## config.mk

```make
export PLATFORM = sky130hd
export DESIGN_NAME = lbbp_port
export DESIGN_NICKNAME = d
export VERILOG_FILES = /design/src/design/lbbp_pkg.sv /design/src/design/lbbp_tick_gen.sv /design/src/design/lbbp_port.sv
export VERILOG_INCLUDE_DIRS = /design/src /design/src/design
export SDC_FILE = /design/constraint.sdc
export NUM_CORES = 1
export LEC_CHECK = 0
export ABC_CLOCK_PERIOD_IN_PS = 7600
export BUFFER_PORTS_ARGS = -buffer_cell sky130_fd_sc_hd__buf_4
export CORE_MARGIN = 1
export CORE_UTILIZATION = 40
export CTS_BUF_LIST = sky130_fd_sc_hd__clkbuf_16
export DETAILED_ROUTE_END_ITERATION = 7
export GPL_ROUTABILITY_DRIVEN = 0
export GPL_TIMING_DRIVEN = 0
export MAX_ROUTING_LAYER = met4
export PLACE_DENSITY_LB_ADDON = 0.2
export SLEW_MARGIN = 25
export SYNTH_ARGS = -nofsm -noshare
export SYNTH_HDL_FRONTEND = slang
export SYNTH_SLANG_ARGS = --single-unit
export TNS_END_PERCENT = 50
```

## constraint.sdc

```tcl
create_clock -name CORE_CLK -period 7.6 [get_ports CORE_CLK]
set_clock_uncertainty 0.2 [all_clocks]
set_input_delay 1.52 -clock CORE_CLK [delete_from_list [all_inputs] [get_ports CORE_CLK]]
set_output_delay 1.52 -clock CORE_CLK [all_outputs]
set_load 0.01 [all_outputs]
```

## src/design/lbbp_defs.svh

```systemverilog
// register offsets, bit positions, reset values and frame counts of the lighting link port
`ifndef LBBP_DEFS_SVH
`define LBBP_DEFS_SVH

// register byte addresses
`define LBBP_OFF_RATE 16'h0040
`define LBBP_OFF_RX_ADDR 16'h0041
`define LBBP_OFF_RX_DATA 16'h0042
`define LBBP_OFF_REPLY 16'h0043
`define LBBP_OFF_CTRL 16'h0044
`define LBBP_OFF_STAT 16'h0045

// common reset value of every register except link_status, which reads 10h
`define LBBP_RESET_VAL 8'h00

// link_control bit positions
`define LBBP_CR_EN 3
`define LBBP_CR_ACK 2
`define LBBP_CR_RTS 1
`define LBBP_CR_FORCE 0

// link_status bit positions
`define LBBP_SR_IRQ_EN 7
`define LBBP_SR_EOF 6
`define LBBP_SR_ERR 5
`define LBBP_SR_RX_STATE 4

// sample pulses that vote on a phase level, and the last pulse of a phase
`define LBBP_SMP_A 4'h6
`define LBBP_SMP_B 4'h7
`define LBBP_SMP_C 4'h8
`define LBBP_SMP_LAST 4'hF

// low phases in a row that mean a dead bus (two bit periods)
`define LBBP_FAIL_PHASES 3'h4

// phase indices: forward frame 19 bits = 38 phases, backward 11 bits = 22 phases
`define LBBP_RX_LAST_DATA 6'h21
`define LBBP_RX_LAST 6'h25
`define LBBP_TX_FIRST_STOP 6'h12
`define LBBP_TX_LAST 6'h15

`endif

```

## src/design/lbbp_pkg.sv

```systemverilog
// types shared by the lighting link port modules
`default_nettype none
package lbbp_pkg;

  // frame state machine
  typedef enum logic [1:0] {
    LBBP_S_IDLE,
    LBBP_S_RX,
    LBBP_S_WAIT,
    LBBP_S_TX
  } lbbp_state_t;

  // one register bus request
  typedef struct packed {
    logic [15:0] addr;
    logic [7:0] wdata;
    logic wr;
    logic rd;
  } lbbp_bus_req_t;

  // state of the sample tick generator
  typedef struct packed {
    logic [7:0] cnt;
    logic tick;
  } lbbp_tick_state_t;

  // state of the port
  typedef struct packed {
    lbbp_state_t state;
    logic [7:0] rate;
    logic [7:0] rx_addr;
    logic [7:0] rx_data;
    logic [7:0] reply;
    logic en;
    logic ack;
    logic rts;
    logic force_tx;
    logic irq_en;
    logic eof;
    logic err_flag;
    logic [3:0] edge_cnt;
    logic [3:0] smp_cnt;
    logic s6;
    logic s7;
    logic rx_prev;
    logic [5:0] phase_idx;
    logic first_phase;
    logic [2:0] low_run;
    logic [15:0] shift;
    logic [7:0] rdata;
    logic tx;
    logic irq;
  } lbbp_port_state_t;

endpackage
`default_nettype wire

```

## src/design/lbbp_tick_gen.sv

```systemverilog
// sample tick generator: one tick every rate_divider+1 core clocks
`default_nettype none
module lbbp_tick_gen
  import lbbp_pkg::*;
(
  input wire logic clk,
  input wire logic rst,
  input wire logic run,
  input wire logic [7:0] divider,
  output logic tick
);

  lbbp_tick_state_t st_reg;
  lbbp_tick_state_t st_next;

  // sixteen ticks make one bit phase, so phase rate is clk/((N+1)*16)
  always_comb
  begin
    st_next = st_reg;
    st_next.tick = 1'b0;
    if (!run)
    begin
      st_next.cnt = 8'h00;
    end
    else if (st_reg.cnt == divider) // RL1
    begin
      st_next.cnt = 8'h00;
      st_next.tick = 1'b1;
    end
    else
    begin
      st_next.cnt = st_reg.cnt + 8'h01;
    end
  end

  // state register
  always_ff @(posedge clk)
  begin
    if (rst)
    begin
      st_reg <= '0;
    end
    else
    begin
      st_reg <= st_next;
    end
  end

  assign tick = st_reg.tick;

endmodule
`default_nettype wire

```

## src/design/lbbp_port.sv

```systemverilog
// lighting bus bi-phase port: registers, receiver, transmitter and frame control
//
// How it works
// RL1 - phase rate is core clock over (N+1)*16, N from rate_divider
// RL2 - good forward frame loads its address byte into rx_address_byte
// RL3 - good forward frame loads its data byte into rx_data_byte
// RL4 - software writes reply_data_byte before it starts a transmission
// RL5 - link_enable gates the link; clearing it resets the frame machine
// RL6 - software acknowledges each frame; the acknowledge bit clears itself
// RL7 - transmit select picks receive or transmit for the next frame
// RL8 - force_transmit sends without a forward frame, then raises end of frame
// RL9 - software should toggle enable off and on before forcing transmit
// RL10 - irq_enable is the only writable status bit and gates the interrupt
// RL11 - end_of_frame_flag sets at frame end, clears on acknowledge
// RL12 - error_flag sets on bad format or dead bus, clears on status read
// RL13 - receive_state_flag reads one in receive state, zero in transmit
// RL14 - status low nibble captures the sample counter at each phase edge in idle or receive state
// RL15 - control bits 7:4 always read zero
// RL16 - six registers at 0040h to 0045h, all reset to 00h except link_status, which reads 10h (receive_state_flag)
// RL17 - forward frame: start one, address and data MSB first, two stops
// RL18 - backward frame: start one, reply byte MSB first, two high stops
// RL19 - sixteen samples per phase, vote of pulses 6 7 8, restart on edge
// RL20 - in receive state, bus low for two bit periods sets error flag
// RL21 - writes to read-only registers and bits change nothing
//
// Implementation choice: the strobed register port.
`include "lbbp_defs.svh"
`default_nettype none
module lbbp_port
  import lbbp_pkg::*;
(
  input wire logic CORE_CLK,
  input wire logic RST,
  input wire lbbp_bus_req_t BUS_REQ,
  input wire logic RX_IN,
  output logic [7:0] RD_DATA,
  output logic TX_OUT,
  output logic IRQ
);

  lbbp_port_state_t r_reg;
  lbbp_port_state_t r_next;
  logic tick;
  logic rx_mode;
  logic phase_evt;
  logic phase_lvl;
  logic phase_end;
  logic frame_err;

  // address match, shared by write and read decode
  function automatic logic reg_hit(input logic [15:0] a, input logic [15:0] off);
    reg_hit = (a == off);
  endfunction

  // two-of-three vote on the sample pulses
  function automatic logic vote3(input logic a, input logic b, input logic c);
    vote3 = (a & b) | (a & c) | (b & c);
  endfunction

  // line level for a backward frame phase: start, data pairs, high stops
  function automatic logic tx_level(input logic [5:0] idx, input logic [7:0] data);
    logic [5:0] k;
    logic bit_val;
    k = 6'h00;
    bit_val = 1'b1;
    if (idx >= `LBBP_TX_FIRST_STOP)
    begin
      tx_level = 1'b1;
    end
    else if (idx < 6'h02)
    begin
      tx_level = idx[0];
    end
    else
    begin
      k = (idx - 6'h02) >> 1;
      bit_val = data[3'h7 - k[2:0]];
      tx_level = idx[0] ? bit_val : ~bit_val;
    end
  endfunction

  // sample tick source, halted while the link is disabled
  lbbp_tick_gen u_tick (
    .clk(CORE_CLK),
    .rst(RST),
    .run(r_reg.en),
    .divider(r_reg.rate),
    .tick(tick)
  );

  // next-state logic for registers, sampler and frame machine
  always_comb
  begin
    r_next = r_reg;
    r_next.ack = 1'b0; // RL6
    r_next.rdata = 8'h00;
    r_next.rx_prev = RX_IN;
    phase_evt = 1'b0;
    phase_lvl = 1'b1;
    frame_err = 1'b0;
    rx_mode = r_reg.en && (r_reg.state == LBBP_S_IDLE || r_reg.state == LBBP_S_RX);
    phase_end = tick && (r_reg.smp_cnt == `LBBP_SMP_LAST);

    // software writes; read-only registers and bits are left alone
    if (BUS_REQ.wr)
    begin
      if (reg_hit(BUS_REQ.addr, `LBBP_OFF_RATE))
      begin
        r_next.rate = BUS_REQ.wdata;
      end
      if (reg_hit(BUS_REQ.addr, `LBBP_OFF_REPLY))
      begin
        r_next.reply = BUS_REQ.wdata;
      end
      if (reg_hit(BUS_REQ.addr, `LBBP_OFF_CTRL))
      begin
        r_next.en = BUS_REQ.wdata[`LBBP_CR_EN]; // RL5
        r_next.ack = BUS_REQ.wdata[`LBBP_CR_ACK]; // RL6
        r_next.rts = BUS_REQ.wdata[`LBBP_CR_RTS]; // RL7
        r_next.force_tx = BUS_REQ.wdata[`LBBP_CR_FORCE]; // RL8
      end
      if (reg_hit(BUS_REQ.addr, `LBBP_OFF_STAT))
      begin
        r_next.irq_en = BUS_REQ.wdata[`LBBP_SR_IRQ_EN]; // RL10 RL21
      end
    end

    // read mux; data shows in the next cycle only
    if (BUS_REQ.rd)
    begin
      if (reg_hit(BUS_REQ.addr, `LBBP_OFF_RATE))
      begin
        r_next.rdata = r_reg.rate;
      end
      if (reg_hit(BUS_REQ.addr, `LBBP_OFF_RX_ADDR))
      begin
        r_next.rdata = r_reg.rx_addr;
      end
      if (reg_hit(BUS_REQ.addr, `LBBP_OFF_RX_DATA))
      begin
        r_next.rdata = r_reg.rx_data;
      end
      if (reg_hit(BUS_REQ.addr, `LBBP_OFF_REPLY))
      begin
        r_next.rdata = r_reg.reply;
      end
      if (reg_hit(BUS_REQ.addr, `LBBP_OFF_CTRL))
      begin
        r_next.rdata = {4'h0, r_reg.en, r_reg.ack, r_reg.rts, r_reg.force_tx}; // RL15
      end
      if (reg_hit(BUS_REQ.addr, `LBBP_OFF_STAT))
      begin
        r_next.rdata = {r_reg.irq_en, r_reg.eof, r_reg.err_flag,
                        (r_reg.state != LBBP_S_TX), r_reg.edge_cnt}; // RL13
        r_next.err_flag = 1'b0; // RL12
      end
    end

    // acknowledge clears end of frame; a new frame end below still wins
    if (r_reg.ack)
    begin
      r_next.eof = 1'b0; // RL11
    end

    // sample counter: restarts on a phase edge while receiving
    if (rx_mode && (RX_IN != r_reg.rx_prev))
    begin
      r_next.edge_cnt = r_reg.smp_cnt; // RL14
      r_next.smp_cnt = 4'h0; // RL19
    end
    else if (tick)
    begin
      r_next.smp_cnt = r_reg.smp_cnt + 4'h1;
      if (r_reg.smp_cnt == `LBBP_SMP_A)
      begin
        r_next.s6 = RX_IN;
      end
      if (r_reg.smp_cnt == `LBBP_SMP_B)
      begin
        r_next.s7 = RX_IN;
      end
      if (r_reg.smp_cnt == `LBBP_SMP_C)
      begin
        phase_evt = rx_mode;
        phase_lvl = vote3(r_reg.s6, r_reg.s7, RX_IN); // RL19
      end
    end

    // dead bus watch: count low phases in a row while receiving
    if (phase_evt)
    begin
      if (phase_lvl)
      begin
        r_next.low_run = 3'h0;
      end
      else if (r_reg.low_run + 3'h1 >= `LBBP_FAIL_PHASES)
      begin
        r_next.low_run = 3'h0;
        frame_err = 1'b1; // RL20
      end
      else
      begin
        r_next.low_run = r_reg.low_run + 3'h1;
      end
    end

    // frame machine
    case (r_reg.state)
      LBBP_S_IDLE:
      begin
        if (r_reg.force_tx)
        begin
          r_next.state = LBBP_S_TX; // RL8
          r_next.phase_idx = 6'h00;
          r_next.smp_cnt = 4'h0;
        end
        else if (phase_evt && !phase_lvl && !frame_err)
        begin
          r_next.state = LBBP_S_RX; // RL17
          r_next.phase_idx = 6'h01;
          r_next.first_phase = 1'b0;
        end
      end
      LBBP_S_RX:
      begin
        if (phase_evt)
        begin
          r_next.phase_idx = r_reg.phase_idx + 6'h01;
          if (r_reg.phase_idx <= `LBBP_RX_LAST_DATA)
          begin
            if (!r_reg.phase_idx[0])
            begin
              r_next.first_phase = phase_lvl;
            end
            else if (phase_lvl == r_reg.first_phase)
            begin
              frame_err = 1'b1; // RL12
            end
            else if (r_reg.phase_idx != 6'h01)
            begin
              r_next.shift = {r_reg.shift[14:0], phase_lvl}; // RL17
            end
          end
          else if (!phase_lvl)
          begin
            frame_err = 1'b1; // RL12
          end
          else if (r_reg.phase_idx == `LBBP_RX_LAST)
          begin
            r_next.rx_addr = r_reg.shift[15:8]; // RL2
            r_next.rx_data = r_reg.shift[7:0]; // RL3
            r_next.eof = 1'b1; // RL11
            r_next.state = LBBP_S_WAIT;
          end
        end
      end
      LBBP_S_WAIT:
      begin
        if (r_reg.ack)
        begin
          r_next.phase_idx = 6'h00;
          r_next.low_run = 3'h0;
          if (r_reg.rts || r_reg.force_tx)
          begin
            r_next.state = LBBP_S_TX; // RL7
            r_next.smp_cnt = 4'h0;
          end
          else
          begin
            r_next.state = LBBP_S_IDLE; // RL7
          end
        end
      end
      LBBP_S_TX:
      begin
        if (phase_end)
        begin
          r_next.phase_idx = r_reg.phase_idx + 6'h01;
          if (r_reg.phase_idx == `LBBP_TX_LAST)
          begin
            r_next.phase_idx = 6'h00;
            r_next.eof = 1'b1; // RL11 RL8
            r_next.state = LBBP_S_WAIT;
          end
        end
      end
      default:
      begin
        r_next.state = LBBP_S_IDLE;
      end
    endcase

    // a bad frame is dropped and the machine hunts for a new start bit
    if (frame_err)
    begin
      r_next.err_flag = 1'b1; // RL12
      r_next.state = LBBP_S_IDLE;
      r_next.phase_idx = 6'h00;
    end

    // disabled link holds the whole frame machine in its reset state
    if (!r_reg.en)
    begin
      r_next.state = LBBP_S_IDLE; // RL5
      r_next.phase_idx = 6'h00;
      r_next.low_run = 3'h0;
      r_next.smp_cnt = 4'h0;
      r_next.shift = 16'h0000;
    end

    // line drive and interrupt, both registered
    if (r_next.state == LBBP_S_TX)
    begin
      r_next.tx = tx_level(r_next.phase_idx, r_reg.reply); // RL18 RL4
    end
    else
    begin
      r_next.tx = 1'b1;
    end
    r_next.irq = r_next.irq_en & r_next.eof; // RL10
  end

  // state register; line idles high through reset
  always_ff @(posedge CORE_CLK)
  begin
    if (RST)
    begin
      r_reg <= '0; // RL16
      r_reg.tx <= 1'b1;
    end
    else
    begin
      r_reg <= r_next;
    end
  end

  // outputs straight from flip-flops
  assign RD_DATA = r_reg.rdata;
  assign TX_OUT = r_reg.tx;
  assign IRQ = r_reg.irq;

endmodule
`default_nettype wire

```

# Word level (Yosys, flattened, before mapping)
# Index checks and enable logic that the tools add are counted.
dict set report totals {
  regBits 97
  wordCells 183
  output_inout_bits 10
  input_bits 29
}
dict set report classes {
  n_bitwise 15
  eq_ne 26
  addsub 6
  mux 78
  magnitude_cmp 5
  reduce_logical 27
}
# operator count
set ops {}
lappend ops {{equality test 16 x 7 -> 1 bit (second input constant)} 6}
lappend ops {{two-way mux 8 bit} 6}
lappend ops {{two-way mux 6 bit} 7}
lappend ops {{two-way mux 1 bit} 36}
lappend ops {{two-way mux 2 bit} 12}
lappend ops {{one-hot mux 6 bit (4 select lines)} 1}
lappend ops {{two-way mux 4 bit} 4}
lappend ops {{two-way mux 3 bit} 5}
lappend ops {{two-way mux 7 bit} 2}
lappend ops {{AND reduction 6 bit} 2}
lappend ops {{inverter 1 bit} 9}
lappend ops {{OR reduction 3 bit} 3}
lappend ops {{adder 8 x 1 -> 8 bit (second input constant)} 1}
lappend ops {{equality test 4 x 3 -> 1 bit (second input constant)} 2}
lappend ops {{equality test 4 bit (second input constant)} 2}
lappend ops {{equality test 8 bit} 1}
lappend ops {{inequality test 2 bit (second input constant)} 4}
lappend ops {{one-hot mux 2 bit (4 select lines)} 1}
lappend ops {{one-hot mux 4 bit (2 select lines)} 1}
lappend ops {{AND reduction 2 bit} 4}
lappend ops {{adder 6 x 1 -> 6 bit (second input constant)} 1}
lappend ops {{equality test 2 bit (second input constant)} 3}
lappend ops {{equality test 6 x 5 -> 1 bit (second input constant)} 1}
lappend ops {{equality test 6 bit (second input constant)} 1}
lappend ops {{other kinds (26)} 42}

# Depth between registers and ports, before layout
dict set report depth {
  word_depth 22
  depth_mapped 13
  depth_no_buf 10
}

# Cells and area by module
# From an unflattened synthesis, not the netlist that was laid out.
dict set report hier_totals {
  cells_unflattened 554
  hier_area_um2 4829.6
}
# mod seq_area_each_um2 area_each_um2 cells_each instances
set modules_own_cells {}
lappend modules_own_cells {lbbp_port 1761.7 4332.9 507 1}
lappend modules_own_cells {lbbp_tick_gen 180.2 496.7 47 1}

# Worst setup path before layout
# Ideal clock, no wire load.
dict set report synth_path {
  path_type {input port to flip-flop}
  startpoint {in RX_IN}
  endpoint {reg r_reg, in the netlist TX_OUT}
  arrival_ns 3.588
  slack_ns 3.740
  path_buffers 2
  setup_time_ns 0.072
  cell_stages 10
  required_time_ns 7.328
  path_cell_list {buf_4 > xnor2_4 > nand3_2 > clkbuf_4 > o211a_1 > o32ai_4 > mux2i_1 > o22ai_1 > a2111oi_2 > mux2i_1}
}
dict set report synth_via {
  elab_chain_cells 22
  word_cells_on_any_way 49
  cone_classes {add/sub (2); order compare (2); eq/ne (3); mux (30); bitwise (6); reduce/logical (6)}
}
# element line_no
set synth_lines {}
lappend synth_lines {{start, declared} lbbp_port.sv:35} ;# input wire logic RX_IN,
lappend synth_lines {{bitwise AND 1 bit} lbbp_port.sv:57} ;# vote3 = (a & b) | (a & c) | (b & c);
lappend synth_lines {{bitwise OR 1 bit (2 in a row)} lbbp_port.sv:57}
lappend synth_lines {{two-way mux 1 bit} lbbp_port.sv:182} ;# if (r_reg.smp_cnt == `LBBP_SMP_C)
lappend synth_lines {{two-way mux 1 bit} lbbp_port.sv:171} ;# else if (tick)
lappend synth_lines {{two-way mux 1 bit} lbbp_port.sv:166} ;# if (rx_mode && (RX_IN != r_reg.rx_prev))
lappend synth_lines {{two-way mux 1 bit} lbbp_port.sv:192} ;# if (phase_lvl)
lappend synth_lines {{two-way mux 1 bit} lbbp_port.sv:190} ;# if (phase_evt)
lappend synth_lines {{logical NOT 1 bit / two-way mux 1 bit (equally long branches)} {lbbp_port.sv:217, lbbp_port.sv:235}}
lappend synth_lines {{[... 5 more ...]} n/a}
lappend synth_lines {{two-way mux 6 bit} lbbp_port.sv:302} ;# if (!r_reg.en)
lappend synth_lines {{subtractor 4 x 2 -> 4 bit} lbbp_port.sv:76} ;# k = (idx - 6'h02) >> 1;
lappend synth_lines {{subtractor 3 bit} lbbp_port.sv:77} ;# bit_val = data[3'h7 - k[2:0]];
lappend synth_lines {{binary-select mux 1 bit (select 3 bit)} lbbp_port.sv:77}
lappend synth_lines {{two-way mux 1 bit (implied by the code)} lbbp_port.sv:77}
lappend synth_lines {{inverter 1 bit} lbbp_port.sv:78} ;# tx_level = idx[0] ? bit_val : ~bit_val;
lappend synth_lines {{two-way mux 1 bit} lbbp_port.sv:78}
lappend synth_lines {{two-way mux 1 bit} lbbp_port.sv:70} ;# else if (idx < 6'h02)
lappend synth_lines {{end signal, assigned} lbbp_port.sv:333} ;# r_reg <= r_next;
lappend synth_lines {{end, declared} lbbp_port.sv:41} ;# lbbp_port_state_t r_reg;
# Parallel ways exist; a longest one is shown, timed or not. The select of a mux whose other input is x is not followed.
# A chain may end at the register's enable or synchronous reset.

# Worst setup path in the final report
# Same ends and word-level chain as after synthesis.

==> run_results.csv <==
group,metric,value,unit
cells_and_area,largest_reg_flops,78,
cells_and_area,ff_latch_area,0.001942,mm²
routing,drc,0,
critical_path,cp-end-kind,"flop",
critical_path,critical_path.most_common_cell,"mux2i_1",
cells_and_area,drive_above_1_share,0.1627,
clock_network,root_buffer,"clkbuf_16",
routing,first_iter_violations,321,
cells_and_area,final_area,0.005497,mm²
routing,ant_nets,0,
cells_and_area,multi_input_comb_area,0.002514,mm²
cells_and_area,antenna-diode-count,0,
critical_path,cp_slowest_stage_delay,0.42,ns
timing,setup_slack,3.814,ns
clock_network,post_cts_buffers,0,
placement,dpl_worst_slack,3.467,ns
clock_network,clock-sinks,97,
placement,dp.cells,711,
critical_path,path_max_fanout,10,
logic_synthesis,syn_nets,569,
logic_synthesis,ys_types,66,
cells_and_area,fillCellCount,1123,
placement,io_buffers,36,
critical_path,slowest_stage,"o32ai_4",
cells_and_area,layoutNonFillerInstCount,727,
timing,min_period,3.786,ns
routing,drt_wl_total,11940,µm
routing,routed_via_density,5.517,
cells_and_area,layout_common_cells,"97 x dfxtp_1, 78 x nor2_1, 47 x buf_4, 42 x nand2_1, 42 x mux2i_1",
floorplanning,num_rows,39,
critical_path,path_class,"input port to flop",
clock_network,htreeDepth,3,
floorplanning,dieWidth,110.4,µm
floorplanning,io_pins,39,
routing,first_pass_iters,5,
critical_path,path_cells,"buf_4, xnor2_4, nand3_2, clkbuf_4, o211a_1, o32ai_4, mux2i_1, o22ai_1, a2111oi_2, mux2i_1",
logic_synthesis,synthArstFlopShare,0,
timing,relSlewSlack,0.3776,
logic_synthesis,synth_area_per_cell,8.836,µm²
power,leakage,1.888,nW
logic_synthesis,ys_seq_area_frac,0.4131,
timing,hold_viol,0,
global_routing,grt_pass1_vias,3855,
logic_synthesis,synth-edff-count,0,
logic_synthesis,ys_warn_count,0,
timing,slew_viol_final,0,
clock_network,cts_resized,0,
critical_path,reg2reg_slack,4.48,ns
global_routing,grt_pass1_wl,19520,µm
global_routing,grt_max_degree,19,
logic_synthesis,synth_area,0.004701,mm²
clock_network,cts.hold.buffers_added,0,
cells_and_area,area_growth,16.93,%
timing,worst_slew_pin_slew,0.9265,ns
global_routing,gr-total-overflow,0,
global_routing,grt_antenna_before_repair,0,
power,ir_drop,0.1520,mV
global_routing,grt_use_total,0.2079,
power,power_density,188.8,mW/mm²
min_path,hold_class,"flop to flop",
clock_network,clock_path_buffers,2,
timing,grt_setup_unrepaired,"no",
floorplanning,die_area,0.01219,mm²
placement,hpwl,9099,µm
routing,vias,4011,
timing,fmax,264.1,MHz
clock_network,clk_pin_slew,0.07,ns
timing,tns,0,ns
clock_network,cts_tree,"done",
critical_path,cp-start-kind,"input port",
placement,dpl_cell_area,0.005162,mm²
timing,period_share,0.4982,
flow_run,drv_cap,0,
logic_synthesis,synth_ff_type,"dfxtp_1",
floorplanning,core_area,0.01142,mm²
timing,setup_violations,0,
run_status,status,"complete, no violations",
cells_and_area,nets,616,
floorplanning,initial_core_util,0.4117,
clock_network,numCtsBuffers,9,
clock_network,worstSkewPairLatency,0.35,ns
floorplanning,dieHeight,110.4,µm
logic_synthesis,netlist_instances,532,
cells_and_area,layout_commonest_cell,"dfxtp_1",
critical_path,cp.required,7.68,ns
routing,avgRoutedWirePerCell,16.42,µm
critical_path,critical_path_arrival,3.87,ns
logic_synthesis,ys_ff_latch,97,
## final cells by class
class	count	area share
clock buffers	9	0.04097
multi-input cells	387	0.4573
inverters	12	0.008195
repair buffers	36	0.04917
flip-flops and latches	97	0.3533
plain buffers	36	0.03870
clock inverters	7	0.01980
well taps	143	0.03255
## synth_stat cells, types with 5 or more instances
library cell / n / area share
a211oi_1: 5 / 0.0080
a21oi_1: 33 / 0.035
a22oi_1: 17 / 0.027
a31oi_1: 7 / 0.0093
buf_4: 11 / 0.018
clkbuf_1: 16 / 0.013
dfxtp_1: 97 / 0.41
ha_1: 8 / 0.021
inv_1: 12 / 0.0096
mux2i_1: 42 / 0.089
nand2_1: 42 / 0.034
nand3_1: 33 / 0.035
nand4_1: 7 / 0.0093
nor2_1: 78 / 0.062
nor2b_1: 5 / 0.0067
nor3_1: 7 / 0.0075
nor4_1: 6 / 0.0080
o21ai_0: 9 / 0.0096
or2_2: 5 / 0.0067
xor2_1: 16 / 0.030
## metal layers
metal,track usage,vias up,part of all wire
met3,0.04610,20,0.042
met5,-,-,0
met1,0.2537,1908,0.46
li1,-,1984,-
met4,0.07111,0,0.023
met2,0.3387,99,0.48
## through the flow
stage                     hold WS, ns    util  total power (W)
after floorplan                0.2368       -        0.0005308
after global placement         0.2655  0.4510        0.0005473
after detailed placement       0.2616  0.4521        0.0005478
after CTS                      0.2778  0.4814         0.001051
after global routing           0.3064  0.4814         0.001072
final                          0.2784  0.4814         0.001038
## where the power goes
| part | internal [W] | leakage (nW) | switching [W] | total, W |
|---|---|---|---|---|
| Combinational | 0.0000127 | 0.943 | 0.0000149 | 0.0000276 |
| Sequential | 0.000508 | 0.781 | 0.000000477 | 0.000509 |
| Clock | 0.000295 | 0.164 | 0.000206 | 0.000502 |
## critical path, delay by kind of cell
family          cells  cell delay [ns]
compound gates      4             1.16
xor+xnor            1             0.24
buf+inv             2             0.36
mux                 2             0.46
simple gates        1             0.12
## final timing paths
check                           endpoint              startpoint  depth (start not counted)
setup / recovery       TX_OUT$_SDFF_PP1_                   RX_IN                         10
hold / removal    r_reg[47]$_SDFFE_PP0P_  r_reg[47]$_SDFFE_PP0P_                          2
setup reg to reg       TX_OUT$_SDFF_PP1_    r_reg[39]$_SDFF_PP0_                         12
hold reg to reg   r_reg[47]$_SDFFE_PP0P_  r_reg[47]$_SDFFE_PP0P_                          2
## kinds of logic after synthesis
family	share of synthesized area
buffers and inverters	0.05483
and+or+nand+nor	0.2204
muxes	0.08943
adders and majority gates	0.02129
xor gates and xnor gates	0.04126
AOI/OAI and AO/OA	0.1597
DFF	0.4131
No activity file was read; power rests on OpenSTA's default activity.
